<file path="config.mk">
export PLATFORM = sky130hd
export DESIGN_NAME = trap_env_csr
export DESIGN_NICKNAME = d
export VERILOG_FILES = /design/src/hdl/trap_env_pkg.sv /design/src/hdl/trap_env_csr.sv
export SDC_FILE = /design/constraint.sdc
export NUM_CORES = 1
export LEC_CHECK = 0
export BUFFER_PORTS_ARGS = -buffer_cell sky130_fd_sc_hd__buf_2
export CAP_MARGIN = 20
export CORE_AREA = 5 5 129 131
export DETAILED_ROUTE_END_ITERATION = 6
export DIE_AREA = 0 0 134 136
export PLACE_DENSITY = 0.69
export SYNTH_ARGS = -nofsm -noshare
export SYNTH_HDL_FRONTEND = slang
export SYNTH_SLANG_ARGS = --single-unit
</file>
<file path="constraint.sdc">
create_clock -name clock -period 2.23 [get_ports clock]
set_clock_uncertainty 0.05 [all_clocks]
set_input_delay 0.223 -clock clock [delete_from_list [all_inputs] [get_ports clock]]
set_output_delay 0.223 -clock clock [all_outputs]
set_load 0.01 [all_outputs]
</file>
<file path="src/hdl/trap_env_pkg.sv">
package trap_env_pkg;

   // Register numbers on the core's register-access port.
   localparam logic [11:0] CSR_TRAP_VALUE      = 12'h343;
   localparam logic [11:0] CSR_CONFIG_PTR      = 12'hF15;
   localparam logic [11:0] CSR_ENV_CONFIG      = 12'h30A;
   localparam logic [11:0] CSR_ENV_CONFIG_HIGH = 12'h31A;
   localparam logic [11:0] CSR_SEC_CONFIG      = 12'h747;
   localparam logic [11:0] CSR_SEC_CONFIG_HIGH = 12'h757;

   // Field positions inside the 64-bit environment configuration view.
   localparam int FENCE_IO_BIT    = 0;
   localparam int INVAL_LO        = 4;
   localparam int INVAL_HI        = 5;
   localparam int CLEAN_FLUSH_BIT = 6;
   localparam int ZERO_EN_BIT     = 7;
   localparam int MEMTYPE_BIT     = 62;
   localparam int TIMECMP_BIT     = 63;
   localparam int HALF_W          = 32;

   // Reset values.
   localparam logic [63:0] ENV_RESET  = 64'h0000_0000_0000_0000;
   localparam logic [63:0] TVAL_RESET = 64'h0000_0000_0000_0000;

   // Synchronous exception codes that matter to the trap value.
   localparam logic [5:0] EXC_INSTR_MISALIGN = 6'h00;
   localparam logic [5:0] EXC_INSTR_ACCESS   = 6'h01;
   localparam logic [5:0] EXC_ILLEGAL        = 6'h02;
   localparam logic [5:0] EXC_BREAKPOINT     = 6'h03;
   localparam logic [5:0] EXC_LOAD_MISALIGN  = 6'h04;
   localparam logic [5:0] EXC_LOAD_ACCESS    = 6'h05;
   localparam logic [5:0] EXC_STORE_MISALIGN = 6'h06;
   localparam logic [5:0] EXC_STORE_ACCESS   = 6'h07;
   localparam logic [5:0] EXC_INSTR_PAGE     = 6'h0C;
   localparam logic [5:0] EXC_LOAD_PAGE      = 6'h0D;
   localparam logic [5:0] EXC_STORE_PAGE     = 6'h0F;

   // Width of one instruction parcel in bits.
   localparam int PARCEL_BITS = 16;

endpackage

</file>
<file path="src/hdl/trap_env_csr.sv">
`timescale 1ns/1ps
`default_nettype none

// What this block does
// - Trap entry loads trap value; otherwise software only.
// - No informative values means trap value reads zero.
// - Address-type exceptions record the faulting virtual address.
// - Translated accesses record virtual address, even access faults.
// - Misaligned access faults record the faulting portion address.
// - Fetch faults record portion address, not instruction start.
// - Illegal instruction bits: shortest of instr, length, width.
// - Instruction bits right-aligned, upper bits zeroed.
// - Instruction bits must be fully fetched before trap.
// - All other traps write zero into trap value.
// - Writable trap value holds zero and valid addresses.
// - Instruction capture needs values below two to N.
// - Read-only configuration pointer; zero means none.
// - Configuration pointer low bits always read zero.
// - Set fence bit widens device fences to memory.
// - Ordered atomics to device regions also order memory.
// - Fence bit may be hardwired zero without translation.
// - Memory-type enable bit, zero when unimplemented.
// - Hypervisor memory-type enable forced zero when ours zero.
// - Future fields reserved at their fixed bit positions.
// - Narrow machines split environment register in two.
// - No user mode means no environment registers.
module trap_env_csr
   import trap_env_pkg::*;
#(
   parameter int          XLEN          = 64,
   parameter int          IMAX          = 32,
   parameter bit          TVAL_NONZERO  = 1'b1,
   parameter bit          INSTR_CAPTURE = 1'b1,
   parameter bit          HAS_U         = 1'b1,
   parameter bit          HAS_S         = 1'b1,
   parameter bit          XLATE_BARE    = 1'b0,
   parameter bit          HAS_MEMTYPE   = 1'b1,
   parameter bit          FUTURE_FIELDS = 1'b0,
   parameter bit          HAS_SEC_CFG   = 1'b1,
   parameter logic [63:0] CONFIG_PTR    = 64'h0000_0000_0000_0000
)
(
   // Clock and reset.
   input  wire logic            clock,
   input  wire logic            rst_n,
   // Register-access port from the core.
   input  wire logic            csr_valid,
   input  wire logic            csr_write,
   input  wire logic [11:0]     csr_addr,
   input  wire logic [XLEN-1:0] csr_wdata,
   output logic      [XLEN-1:0] csr_rdata,
   output logic                 csr_rvalid,
   output logic                 csr_error,
   // Trap entry from the core's trap logic.
   input  wire logic            trap_valid,
   input  wire logic            trap_interrupt,
   input  wire logic [5:0]      trap_cause,
   input  wire logic [XLEN-1:0] trap_vaddr,
   input  wire logic [IMAX-1:0] trap_instr_bits,
   input  wire logic [3:0]      trap_instr_parcels,
   input  wire logic            trap_instr_valid,
   // Fence and atomic ordering from the execute stage.
   input  wire logic            priv_below_m,
   input  wire logic            pred_dev_input,
   input  wire logic            pred_dev_output,
   input  wire logic            succ_dev_input,
   input  wire logic            succ_dev_output,
   input  wire logic            amo_io_ordered,
   output logic                 fence_pred_mem_read,
   output logic                 fence_pred_mem_write,
   output logic                 fence_succ_mem_read,
   output logic                 fence_succ_mem_write,
   output logic                 amo_order_memory,
   // Configuration levels to the rest of the hart.
   output logic                 fence_io_implies_memory,
   output logic                 page_memtype_enable,
   output logic                 hyp_memtype_allowed,
   output logic                 supervisor_timecmp_enable,
   output logic                 cache_block_zero_enable,
   output logic                 cache_block_clean_flush_enable,
   output logic [1:0]           cache_block_inval_enable,
   output logic [XLEN-1:0]      trap_value
);

   // Smaller of the machine width and the longest instruction.
   localparam int CAP_N = (XLEN < IMAX) ? XLEN : IMAX;
   // Pointer alignment: low log2(XLEN/8) bits are forced to zero.
   localparam int PTR_ZERO_BITS = $clog2(XLEN / 8);

   // Fence widening is only kept when translation can be on.
   localparam bit FENCE_IO_OK = HAS_S && !XLATE_BARE;
   localparam bit MEMTYPE_OK  = HAS_S && HAS_MEMTYPE;

   // Bits of the 64-bit environment view that software may change.
   localparam logic [63:0] ENV_WMASK =
        (64'(FENCE_IO_OK) << FENCE_IO_BIT)
      | (64'(MEMTYPE_OK) << MEMTYPE_BIT)
      | (64'(FUTURE_FIELDS) << TIMECMP_BIT)
      | (64'(FUTURE_FIELDS) << ZERO_EN_BIT)
      | (64'(FUTURE_FIELDS) << CLEAN_FLUSH_BIT)
      | (64'(FUTURE_FIELDS) << INVAL_LO)
      | (64'(FUTURE_FIELDS) << INVAL_HI);

   // Pointer value with its alignment bits cleared.
   localparam logic [XLEN-1:0] PTR_VALUE =
      XLEN'(CONFIG_PTR) & ~XLEN'((64'h1 << PTR_ZERO_BITS) - 64'h1);

   // Stored state.
   logic [XLEN-1:0] tval_q;        // Trap value register.
   logic [XLEN-1:0] tval_d;        // Its next value.
   logic [63:0]     env_q;         // Environment view, always 64 bits.
   logic [63:0]     env_d;         // Its next value.
   logic [XLEN-1:0] rdata_d;       // Read data for the next cycle.
   logic            err_d;         // Access refused.
   logic            sw_write;      // Accepted software write strobe.

   // True for exceptions whose trap value is a faulting address.
   function automatic logic is_addr_cause(input logic [5:0] code);
      case (code)
         EXC_INSTR_MISALIGN, EXC_INSTR_ACCESS, EXC_BREAKPOINT,
         EXC_LOAD_MISALIGN, EXC_LOAD_ACCESS, EXC_STORE_MISALIGN,
         EXC_STORE_ACCESS, EXC_INSTR_PAGE, EXC_LOAD_PAGE,
         EXC_STORE_PAGE:
            is_addr_cause = 1'b1;
         default:
            is_addr_cause = 1'b0;
      endcase
   endfunction

   // Keeps the shortest of the instruction, IMAX and XLEN bits.
   function automatic logic [XLEN-1:0] instr_value(
      input logic [IMAX-1:0] bits,
      input logic [3:0]      parcels
   );
      int keep;
      keep = int'(parcels) * PARCEL_BITS;
      if (keep > CAP_N)
      begin
         keep = CAP_N;
      end
      instr_value = '0;
      for (int i = 0; i < CAP_N; i++)
      begin
         // Bits at or above the kept length stay zero.
         if (i < keep)
         begin
            instr_value[i] = bits[i];
         end
      end
   endfunction

   // A write lands only on a register that exists and is writable.
   assign sw_write = csr_valid && csr_write && !err_d;

   // Register read decode and refusal of absent or read-only entries.
   always_comb
   begin
      rdata_d = '0;
      err_d   = 1'b0;
      case (csr_addr)
         CSR_TRAP_VALUE:
         begin
            rdata_d = tval_q;
         end
         CSR_CONFIG_PTR:
         begin
            rdata_d = PTR_VALUE;
            err_d   = csr_write;
         end
         CSR_ENV_CONFIG:
         begin
            rdata_d = env_q[XLEN-1:0];
            err_d   = !HAS_U;
         end
         CSR_ENV_CONFIG_HIGH:
         begin
            // The upper half only exists as its own register at 32 bits.
            rdata_d = XLEN'(env_q[63:HALF_W]);
            err_d   = !HAS_U || (XLEN != 32);
         end
         CSR_SEC_CONFIG:
         begin
            // Its fields are not defined yet, so it reads zero.
            err_d = !HAS_SEC_CFG;
         end
         CSR_SEC_CONFIG_HIGH:
         begin
            err_d = !HAS_SEC_CFG || (XLEN != 32);
         end
         default:
         begin
            err_d = 1'b1;
         end
      endcase
   end

   // Next trap value. Trap entry wins over a software write that
   // lands in the same cycle, since the handler must see the cause.
   always_comb
   begin
      tval_d = tval_q;
      if (!TVAL_NONZERO)
      begin
         tval_d = '0;
      end
      else if (trap_valid)
      begin
         // Interrupts and undefined causes record zero.
         tval_d = '0;
         if (!trap_interrupt && is_addr_cause(trap_cause))
         begin
            // The core hands over the virtual address of the faulting
            // portion, which covers translated and misaligned cases.
            tval_d = trap_vaddr;
         end
         else if (!trap_interrupt && trap_cause == EXC_ILLEGAL
                  && INSTR_CAPTURE && trap_instr_valid)
         begin
            // Without fully fetched bits the value falls back to zero.
            tval_d = instr_value(trap_instr_bits,
                                 trap_instr_parcels);
         end
      end
      else if (sw_write && csr_addr == CSR_TRAP_VALUE)
      begin
         // Every value is held, so all legal addresses fit.
         tval_d = csr_wdata;
      end
   end

   // Trap value register.
   always_ff @(posedge clock)
   begin
      if (!rst_n)
      begin
         tval_q <= XLEN'(TVAL_RESET);
      end
      else
      begin
         tval_q <= tval_d;
      end
   end

   // Next environment view; unwritable bits never leave zero.
   always_comb
   begin
      env_d = env_q;
      if (sw_write && csr_addr == CSR_ENV_CONFIG)
      begin
         if (XLEN == 32)
         begin
            env_d[HALF_W-1:0] = csr_wdata[HALF_W-1:0];
         end
         else
         begin
            env_d = 64'(csr_wdata);
         end
      end
      else if (sw_write && csr_addr == CSR_ENV_CONFIG_HIGH)
      begin
         env_d[63:HALF_W] = csr_wdata[HALF_W-1:0];
      end
      env_d = env_d & ENV_WMASK;
   end

   // Environment configuration register.
   always_ff @(posedge clock)
   begin
      if (!rst_n)
      begin
         env_q <= ENV_RESET;
      end
      else
      begin
         env_q <= env_d;
      end
   end

   // Registered answer, one cycle after the request.
   always_ff @(posedge clock)
   begin
      if (!rst_n)
      begin
         csr_rdata  <= '0;
         csr_rvalid <= 1'b0;
         csr_error  <= 1'b0;
      end
      else
      begin
         csr_rdata  <= csr_valid ? rdata_d : '0;
         csr_rvalid <= csr_valid;
         csr_error  <= csr_valid && err_d;
      end
   end

   // Field levels to the rest of the hart.
   assign trap_value                     = tval_q;
   assign fence_io_implies_memory        = env_q[FENCE_IO_BIT];
   assign page_memtype_enable            = env_q[MEMTYPE_BIT];
   assign hyp_memtype_allowed            = env_q[MEMTYPE_BIT];
   assign supervisor_timecmp_enable      = env_q[TIMECMP_BIT];
   assign cache_block_zero_enable        = env_q[ZERO_EN_BIT];
   assign cache_block_clean_flush_enable = env_q[CLEAN_FLUSH_BIT];
   assign cache_block_inval_enable       = env_q[INVAL_HI:INVAL_LO];

   // Fence and atomic widening below machine mode. Machine mode is
   // never affected, so its own fences keep their exact sets.
   assign fence_pred_mem_read  = priv_below_m && env_q[FENCE_IO_BIT]
                                 && pred_dev_input;
   assign fence_pred_mem_write = priv_below_m && env_q[FENCE_IO_BIT]
                                 && pred_dev_output;
   assign fence_succ_mem_read  = priv_below_m && env_q[FENCE_IO_BIT]
                                 && succ_dev_input;
   assign fence_succ_mem_write = priv_below_m && env_q[FENCE_IO_BIT]
                                 && succ_dev_output;
   assign amo_order_memory     = priv_below_m && env_q[FENCE_IO_BIT]
                                 && amo_io_ordered;
endmodule

`default_nettype wire

</file>
==> metrics.txt, run 1 <==
DP HPWL=13.6 mm; pre-CTS setup slack=-0.116 ns; starting DRC count in detailed routing=291; largest net degree at the start of global routing=64; TritonCTS buffer count=17; CP max-delay cell=or4b_4; CTS tree=built; status=finished clean; global-route wire length before repair=26.7 mm; input/output buffers=332; Main synth FF type=dfxtp_1; share of cells above drive strength 1=44.8%; setup TNS=0 ns; Die Ht=136 µm; I/O pins=338; routed len/inst=16.9 µm; worst hold start=trap_vaddr[61]; Die W=134 µm; Area growth syn-to-layout=50.5%; final worst path period need=1.94 ns; Final Hold Fails=0; vias in the first global route=4928; maxcap violations=0; Die ar.=18200 µm²; vias per inst=4.85; vias=5137; fin. max-slew vios=0; root buffer cell=clkbuf_16; initial antenna violation count=0; starting density of the core=32.8%; pwr dens=795 nW/µm²; Layout Utilization=49.3%; WP data arrival=2.15 ns; leading area contributor after synthesis=dfxtp_1; Worst EP required=2.44 ns; Least-Margin Pin Slew=1.05 ns; Worst Setup Start Kind=input pin; worst slew margin relative to its limit=30.0%; Tcrit/Tclk final=87.1%; crit-path cells=buf_2 > or4b_4 > or3_1 > nor3_4 > buf_12 > mux2i_1 > o22ai_1; Distinct cells, synth=37; Longest Clk Path Bufs=2; Clock Latency Late Sink=0.41 ns; Hold-fix buffers, CTS=6; Hold WC Path Type=input pin to flop; hold endpoint=trap_value[61]$_SDFFE_PN0P_; ANT cells=0; Rows=46; worst ir drop on vdd=0.000480 V; Netlist Area Pre-Place=5070 µm²; total wire length=17.9 mm; Async SR Flop Fraction=0%; cts repair resizes=0; Worst Slack Setup Final=0.288 ns; hold depth=3; clock sinks=132; Max FO, Critical Path=32; P_leak=0.00378 µW; Layout fillers=1495; worst reg2reg path startpoint=trap_value[30]$_SDFFE_PN0P_; maximum clock rate=515 MHz; Synth Area per Inst=9.72 µm²; flop-to-flop setup slack=1.22 ns; drt first pass iters=5; largest stage delay on the critical path=0.53 ns; Crit Path Category=input pin to flop; Reg clk slew, reported paths=0.06 ns; RSZ-0062 raised after global routing=false; Residual DRC=0; flip-flop and latch count after synthesis=132; total core area=15500 µm²; Hold Slack=0.0206 ns; global route overflow=0; EDFF count, synth=0; nets=1049; crit end category=flop; largest cells by area after synthesis=dfxtp_1 (52%), and2_1 (7.5%), nand2_1 (5.1%), a31oi_1 (4.2%), mux2i_1 (3.6%); Post-DRT Antenna Nets=0; Yosys warning total=0; # setup viols final=0; reg-to-reg critical path endpoint=csr_rdata[30]$_SDFF_PN0_; CTS H-tree depth=4; postcts setup bufs=0; Worst R2R Path Depth=4; Seq/Total Area, Yosys=52.1%; gr usage total=18.7%; Final GP Congestion=0.843; post-synth top area share=52.1%; Post-Syn Instances=522
## Yosys cell counts, types with 2 or more instances
| cell | n |
|---|---|
| mux2i_1 | 18 |
| buf_2 | 3 |
| a22oi_1 | 18 |
| o21ai_0 | 5 |
| inv_1 | 5 |
| o21ai_1 | 28 |
| nand2_1 | 69 |
| and3_1 | 5 |
| a21o_1 | 16 |
| nor3b_1 | 3 |
| nor2_1 | 9 |
| nand3_1 | 2 |
| nand3b_1 | 2 |
| a221o_1 | 16 |
| a32o_1 | 16 |
| nor3_1 | 5 |
| buf_6 | 6 |
| clkbuf_1 | 28 |
| buf_4 | 9 |
| dfxtp_1 | 132 |
| a21oi_1 | 2 |
| and2_1 | 61 |
| o22ai_1 | 17 |
| a31oi_1 | 34 |
## worst max-delay path: cells and delay by family
family                 cells  cell delay (ns)
AOI/OAI and AO/OA          1             0.10
buffers and inverters      2             0.35
muxes                      1             0.24
and+or+nand+nor            3             1.22
## report_power, final
group / total [µW] / switching [µW] / leakage [µW] / internal (µW)
combinational: 531 / 265 / 0.00238 / 266
sequential: 2470 / 45.2 / 0.00107 / 2420
clock: 3080 / 1080 / 0.000320 / 2000
total: 6070 / 1390 / 0.00378 / 4690
## layout make-up
cell class	count	area, µm²	share of cell area (%)
Clock inverter	14	221	2.90
Multi-Input combinational cell	343	2190	28.6
Clock buffer	18	429	5.62
Sequential cell	132	2640	34.6
Timing Repair Buffer	355	1900	24.9
Tap cell	192	240	3.15
Inverter	5	18.8	0.246
## flip-flops by register name (all words and copies together), names as in the netlist
name and count:
csr_rdata 64, trap_value 64, env_q 2, csr_error 1, csr_rvalid 1
## layer usage
layer  part of all wire, %  global-route usage (%)
met5                     0                       0
met4                   1.4                    5.71
met3                   7.2                    5.55
met2                    50                    32.5
met1                    42                    22.5
## worst max-delay path by stage
stage / from / end / slack (ns) / depth (start not counted)
floorplan: csr_addr[5] / trap_value[22]$_SDFFE_PN0P_ / 0.09 / 7
global placement: csr_addr[5] / csr_rdata[26]$_SDFF_PN0_ / -0.1 / 7
detailed placement: csr_addr[5] / trap_value[58]$_SDFFE_PN0P_ / -0.12 / 7
CTS: csr_addr[5] / trap_value[13]$_SDFFE_PN0P_ / 0.30 / 7
global route: csr_addr[5] / trap_value[13]$_SDFFE_PN0P_ / 0.20 / 7
finish: csr_addr[5] / trap_value[13]$_SDFFE_PN0P_ / 0.29 / 7
## kinds of logic (layout without fill, tap and decap cells)
family / after synthesis / in the layout / synth area share (%)
other cells: 1 / 5 / 0.0739
buf+inv: 51 / 392 / 5.40
compound gates: 153 / 153 / 21.5
mux: 18 / 18 / 3.55
simple gates: 167 / 167 / 17.4
flops: 132 / 132 / 52.1
## cells in the final DEF, fill, tap and decap left out, types with 3 or more instances in the layout
cell type      instances
buf_4                 13
a32o_1                16
o21ai_1               28
nor3_1                 4
buf_12                 4
nor2_1                 8
buf_2                332
o22ai_1               17
conb_1                 5
dfxtp_1              132
mux2i_1               18
inv_6                  4
a22oi_1               18
o21ai_0                5
nand2_1               69
clkinv_4               3
nor3b_1                3
bufinv_16              5
a31oi_1               34
and3_1                 5
a21o_1                16
clkbuf_16             17
dlygate4sd3_1          6
a221o_1               16
and2_1                61
inv_1                  4
## per-stage QoR
step,std cells,area (µm²),power (µW)
floorplan,526,5090,2740
global placement,1021,6930,3040
detailed placement,1021,6930,3040
CTS,1059,7640,6140
global route,1059,7640,6320
finish,1059,7640,6070
Power figures use the tool's default switching activity.
==> run 2: changes to the inputs <==
Settings changed: RECOVER_POWER from default to 100.
==> metrics.txt, run 2 (synthesized netlist as in run 1, its figures left out) <==
Area growth syn-to-layout=46.6%; fin. max-slew vios=0 (unchanged); worst ir drop on vdd=0.000478 V (-0.30%); most frequent cells in the layout=buf_2 (192), clkbuf_1 (142), dfxtp_1 (132), nand2_1 (69), and2_1 (49); Layout fillers=1572 (+5.2%); Clock Latency Late Sink=0.41 ns (about the same); Worst R2R Path Depth=4 (unchanged); # setup viols final=0 (unchanged); routed len/inst=17.0 µm (+0.30%); pwr dens=813 nW/µm² (+2.2%); Post-DRT Antenna Nets=0 (unchanged); cts repair resizes=0 (unchanged); starting DRC count in detailed routing=322 (+11%); starting density of the core=32.8% (unchanged); Residual DRC=0 (unchanged); Longest Clk Path Bufs=2 (unchanged); worst slew margin relative to its limit=29.8% (-0.19 points); clock sinks=132 (unchanged); fin cells=1060 (+0.094%); vias=5169 (+0.62%); total core area=15500 µm² (unchanged); input/output buffers=332 (unchanged); global route overflow=0 (unchanged); Max FO, Critical Path=16 (-50%); Die W=134 µm (unchanged); commonest non-fill, non-tap cell in the layout=buf_2; P_leak=0.00317 µW (-16%); total wire length=18.0 mm (+0.40%); RSZ-0062 raised after global routing=false; drt first pass iters=5 (unchanged); initial antenna violation count=0 (unchanged); I/O pins=338 (unchanged); Hold Slack=0.0215 ns (+0.000937 ns); Worst EP required=2.47 ns (+0.03 ns); CTS H-tree depth=4 (unchanged); Final Hold Fails=0 (unchanged); DP HPWL=13.6 mm (unchanged); maxcap violations=0 (unchanged); Die ar.=18200 µm² (unchanged); root buffer cell=clkbuf_16; Worst Setup Start Kind=input pin; Die Ht=136 µm (unchanged); global-route wire length before repair=26.7 mm (unchanged); final worst path period need=2.04 ns (+0.0986 ns); TritonCTS buffer count=17 (unchanged); Rows=46 (unchanged); WP data arrival=2.28 ns (+0.13 ns); Reg clk slew, reported paths=0.06 ns (about the same); status=finished clean; Final GP Congestion=0.843 (unchanged); Crit Path Category=input pin to flop; crit end category=flop; Least-Margin Pin Slew=1.05 ns (+0.00288 ns); gr usage total=18.7% (unchanged); CTS tree=built; largest net degree at the start of global routing=64 (unchanged); hold depth=3 (unchanged); Hold WC Path Type=input pin to flop; vias in the first global route=4928 (unchanged); share of cells above drive strength 1=28.4% (-16 points); placed cell count=1021 (unchanged); Tcrit/Tclk final=91.5% (+4.4 points); nets=1049 (unchanged); maximum clock rate=490 MHz (-4.8%); Design Power=6050 µW (-0.46%); vias per inst=4.88 (+0.53%)
run 2: cell types whose count changed in the layout (fill, tap and decap cells not counted), sizes merged:
cell    delta
diode      +1
clkbuf   +143
buf      -143
run 2: area by class of cell:
type                            instances  area [µm²]  share of cell area, %
Antenna cell                            1        2.50                 0.0336
Tap cell                              192         240                   3.23
Multi-Input combinational cell        343        2180                   29.3
Timing Repair Buffer                  355        1700                   22.9
Clock inverter                         14         221                   2.98
Clock buffer                           18         429                   5.77
Sequential cell                       132        2640                   35.5
Inverter                                5        18.8                  0.252
run 2: layer usage:
layer / GRT usage, % / wire length, µm / up-vias / share of wire, %
li1: - / - / 2545 / -
met1: 22.5 / 7570 / 2395 / 42
met2: 32.5 / 8890 / 212 / 49
met3: 5.55 / 1330 / 17 / 7.4
met4: 5.71 / 231 / 0 / 1.3
met5: 0 / 0 / - / 0
run 2: worst paths after layout:
| kind | from | to | slack [ns] |
|---|---|---|---|
| worst min register to register | trap_value[16]$_SDFFE_PN0P_ | csr_rdata[16]$_SDFF_PN0_ | 0.43 |
| worst max register to register | trap_value[30]$_SDFFE_PN0P_ | csr_rdata[30]$_SDFF_PN0_ | 1.23 |
| worst min-delay path | trap_vaddr[36] | trap_value[36]$_SDFFE_PN0P_ | 0.02 |
| worst max-delay path | csr_addr[7] | trap_value[25]$_SDFFE_PN0P_ | 0.19 |
run 2: power breakdown:
| group | switching [µW] | internal (µW) | total (µW) |
|---|---|---|---|
| sequential | 45.7 | 2420 | 2470 |
| clock | 1070 | 2000 | 3070 |
| combinational | 263 | 243 | 506 |
run 2: what timing repair did:
item	in CTS	in global routing
setup buffers	0	0
hold endpoints to repair	6	0
hold buffers	6	0
run 2: critical path: stages:
cell and delay, ns:
buf_2 0.10, or4b_1 0.52, or3_1 0.44, o31ai_4 0.34, nor2_1 0.10, clkbuf_2 0.28, a32o_1 0.28
run 2: metrics by stage:
step | TNS (ns) | setup slack [ns] | area, µm² | utilization, %
2_1_floorplan | 0 | 0.0890 | 5090 | -
3_3_place_gp | -8.04 | -0.0958 | 6930 | 44.7
3_5_place_dp | -10.28 | -0.116 | 6930 | 44.7
4_1_cts | 0 | 0.295 | 7640 | 49.3
5_1_grt | 0 | 0.125 | 7440 | 48.0
6_report | 0 | 0.189 | 7440 | 48.1
==> run 3: changes to the inputs <==
Settings changed: CORE_AREA 5 5 129 131 to 5 5 130 132, DIE_AREA 0 0 134 136 to 0 0 135 137, PLACE_DENSITY 0.69 to 0.65.
Clock period 2.23 ns to 2.6 ns, I/O delays scaled along.
==> metrics.txt, run 3 (synthesized netlist as in run 1, its figures left out) <==
postcts setup bufs=0 (unchanged); final worst path period need=2.15 ns; Final GP Congestion=0.785 (-6.8%); Design Power=5050 µW (-16%); setup TNS=0 ns (unchanged); global route overflow=0 (unchanged); crit-path cells=buf_2 > or4b_1 > or3_1 > clkbuf_1 > nor3_1 > buf_4 > and2_0; Rows=46 (unchanged); Worst EP required=2.90 ns (+0.43 ns); total wire length=18.0 mm (+0.11%); Post-DRT Antenna Nets=0 (unchanged); root buffer cell=clkbuf_16; flop-to-flop setup slack=1.64 ns (+0.41 ns); Die Ht=137 µm (+0.74%); Tcrit/Tclk final=82.5%; Die W=135 µm (+0.75%); routed len/inst=16.8 µm (-1.1%); largest stage delay on the critical path=0.55 ns (+0.03 ns); I/O pins=338 (unchanged); largest net degree at the start of global routing=45 (-30%); Hold-fix buffers, CTS=0 (-6); # setup viols final=0 (unchanged); commonest non-fill, non-tap cell in the layout=buf_2; Least-Margin Pin Slew=0.850 ns (-0.199 ns); vias=5068 (-2.0%); hold endpoint=trap_value[52]$_SDFFE_PN0P_; pwr dens=689 nW/µm² (-15%); status=finished clean; share of cells above drive strength 1=28.2% (-0.22 points); global-route wire length before repair=26.2 mm (-1.8%); CTS H-tree depth=4 (unchanged); CTS tree=built; Final Hold Fails=0 (unchanged); maximum clock rate=466 MHz; hold depth=3 (unchanged); nets=1040 (-0.86%); Buf+Inv Stages, Crit Path=3 (+1); clock sinks=132 (unchanged); Worst Setup Start Kind=input pin; Hold WC Path Type=input pin to flop; starting density of the core=32.5% (-0.24 points); fin. max-slew vios=0 (unchanged); P_leak=0.00309 µW (-2.4%); starting DRC count in detailed routing=255 (-21%); total core area=15600 µm² (+0.74%); Die ar.=18500 µm² (+1.5%); worst ir drop on vdd=0.000418 V (-13%); worst slew margin relative to its limit=43.3% (+14 points); Crit Path Category=input pin to flop; WP data arrival=2.45 ns (+0.17 ns); drt first pass iters=4 (-1); reg-to-reg critical path endpoint=csr_rdata[30]$_SDFF_PN0_; vias in the first global route=4883 (-0.91%); Reg clk slew, reported paths=0.06 ns (about the same); CP max-delay cell=or4b_1; crit end category=flop; Worst R2R Path Depth=4 (unchanged); worst reg2reg path startpoint=trap_value[30]$_SDFFE_PN0P_; maxcap violations=0 (unchanged); RSZ-0062 raised after global routing=false; worst hold start=trap_vaddr[52]; Area growth syn-to-layout=44.6%; Top delay family on crit path=simple AND/OR/NAND/NOR gates; DP HPWL=13.7 mm (+0.18%); initial antenna violation count=1 (+1); gr usage total=18.3% (-0.40 points); Max FO, Critical Path=21 (+5); vias per inst=4.72 (-3.1%); Longest Clk Path Bufs=2 (unchanged); Clock Latency Late Sink=0.41 ns (about the same); TritonCTS buffer count=17 (unchanged); most frequent cells in the layout=buf_2 (193), clkbuf_1 (140), dfxtp_1 (132), nand2_1 (69), and2_1 (51); cts repair resizes=0 (unchanged); input/output buffers=332 (unchanged); Residual DRC=0 (unchanged)
-- run 3: area by class of cell --
| cell class | count | area, µm² |
|---|---|---|
| Clock inverter | 12 | 180 |
| Clock buffer | 18 | 439 |
| Sequential cell | 132 | 2640 |
| Timing Repair Buffer | 346 | 1620 |
| Antenna cell | 1 | 2.50 |
| Fill cell | 1603 | 8260 |
| Inverter | 5 | 18.8 |
| Multi-Input combinational cell | 343 | 2160 |
| Tap cell | 216 | 270 |
-- run 3: routing by layer --
| metal | vias up | share of wire [%] | GRT usage [%] |
|---|---|---|---|
| met3 | 30 | 9.6 | 6.95 |
| met5 | - | 0 | 0 |
| met2 | 233 | 48 | 30.6 |
| met1 | 2280 | 40 | 21.5 |
| met4 | 0 | 2.3 | 6.89 |
| li1 | 2525 | - | - |
-- run 3: how the worst max path moves through the flow --
stage / slack, ns / end / start / cells after the start
after floorplan: 0.42 / trap_value[22]$_SDFFE_PN0P_ / csr_addr[5] / 7
after global placement: 0.17 / trap_value[32]$_SDFFE_PN0P_ / csr_addr[5] / 7
after detailed placement: 0.14 / trap_value[32]$_SDFFE_PN0P_ / csr_addr[5] / 7
after CTS: 0.58 / trap_value[32]$_SDFFE_PN0P_ / csr_addr[5] / 7
after global routing: 0.31 / csr_rdata[47]$_SDFF_PN0_ / csr_addr[5] / 7
final: 0.45 / csr_rdata[35]$_SDFF_PN0_ / csr_addr[5] / 7
-- run 3: power breakdown --
part           internal [µW]  total (µW)  switching (µW)
clock network           1620        2520             897
logic                    199         417             218
registers               2080        2110            38.1
total                   3900        5050            1150
-- run 3: through the flow --
| step | cell area, µm² | hold slack [ns] | cells | setup slack (ns) | util, % |
|---|---|---|---|---|---|
| floorplan | 5090 | 0.354 | 526 | 0.422 | - |
| global placement | 6910 | 0.408 | 1040 | 0.170 | 44.3 |
| detailed placement | 6910 | 0.407 | 1040 | 0.142 | 44.3 |
| CTS | 7530 | 0.0277 | 1070 | 0.576 | 48.3 |
| global route | 7340 | 0.0412 | 1073 | 0.315 | 47.0 |
| finish | 7340 | 0.0473 | 1073 | 0.454 | 47.0 |
-- run 3: tightest hold or removal path: stages --
cell	delay [ns]
buf_2	0.09
nand2_1	0.04
a31oi_1	0.07
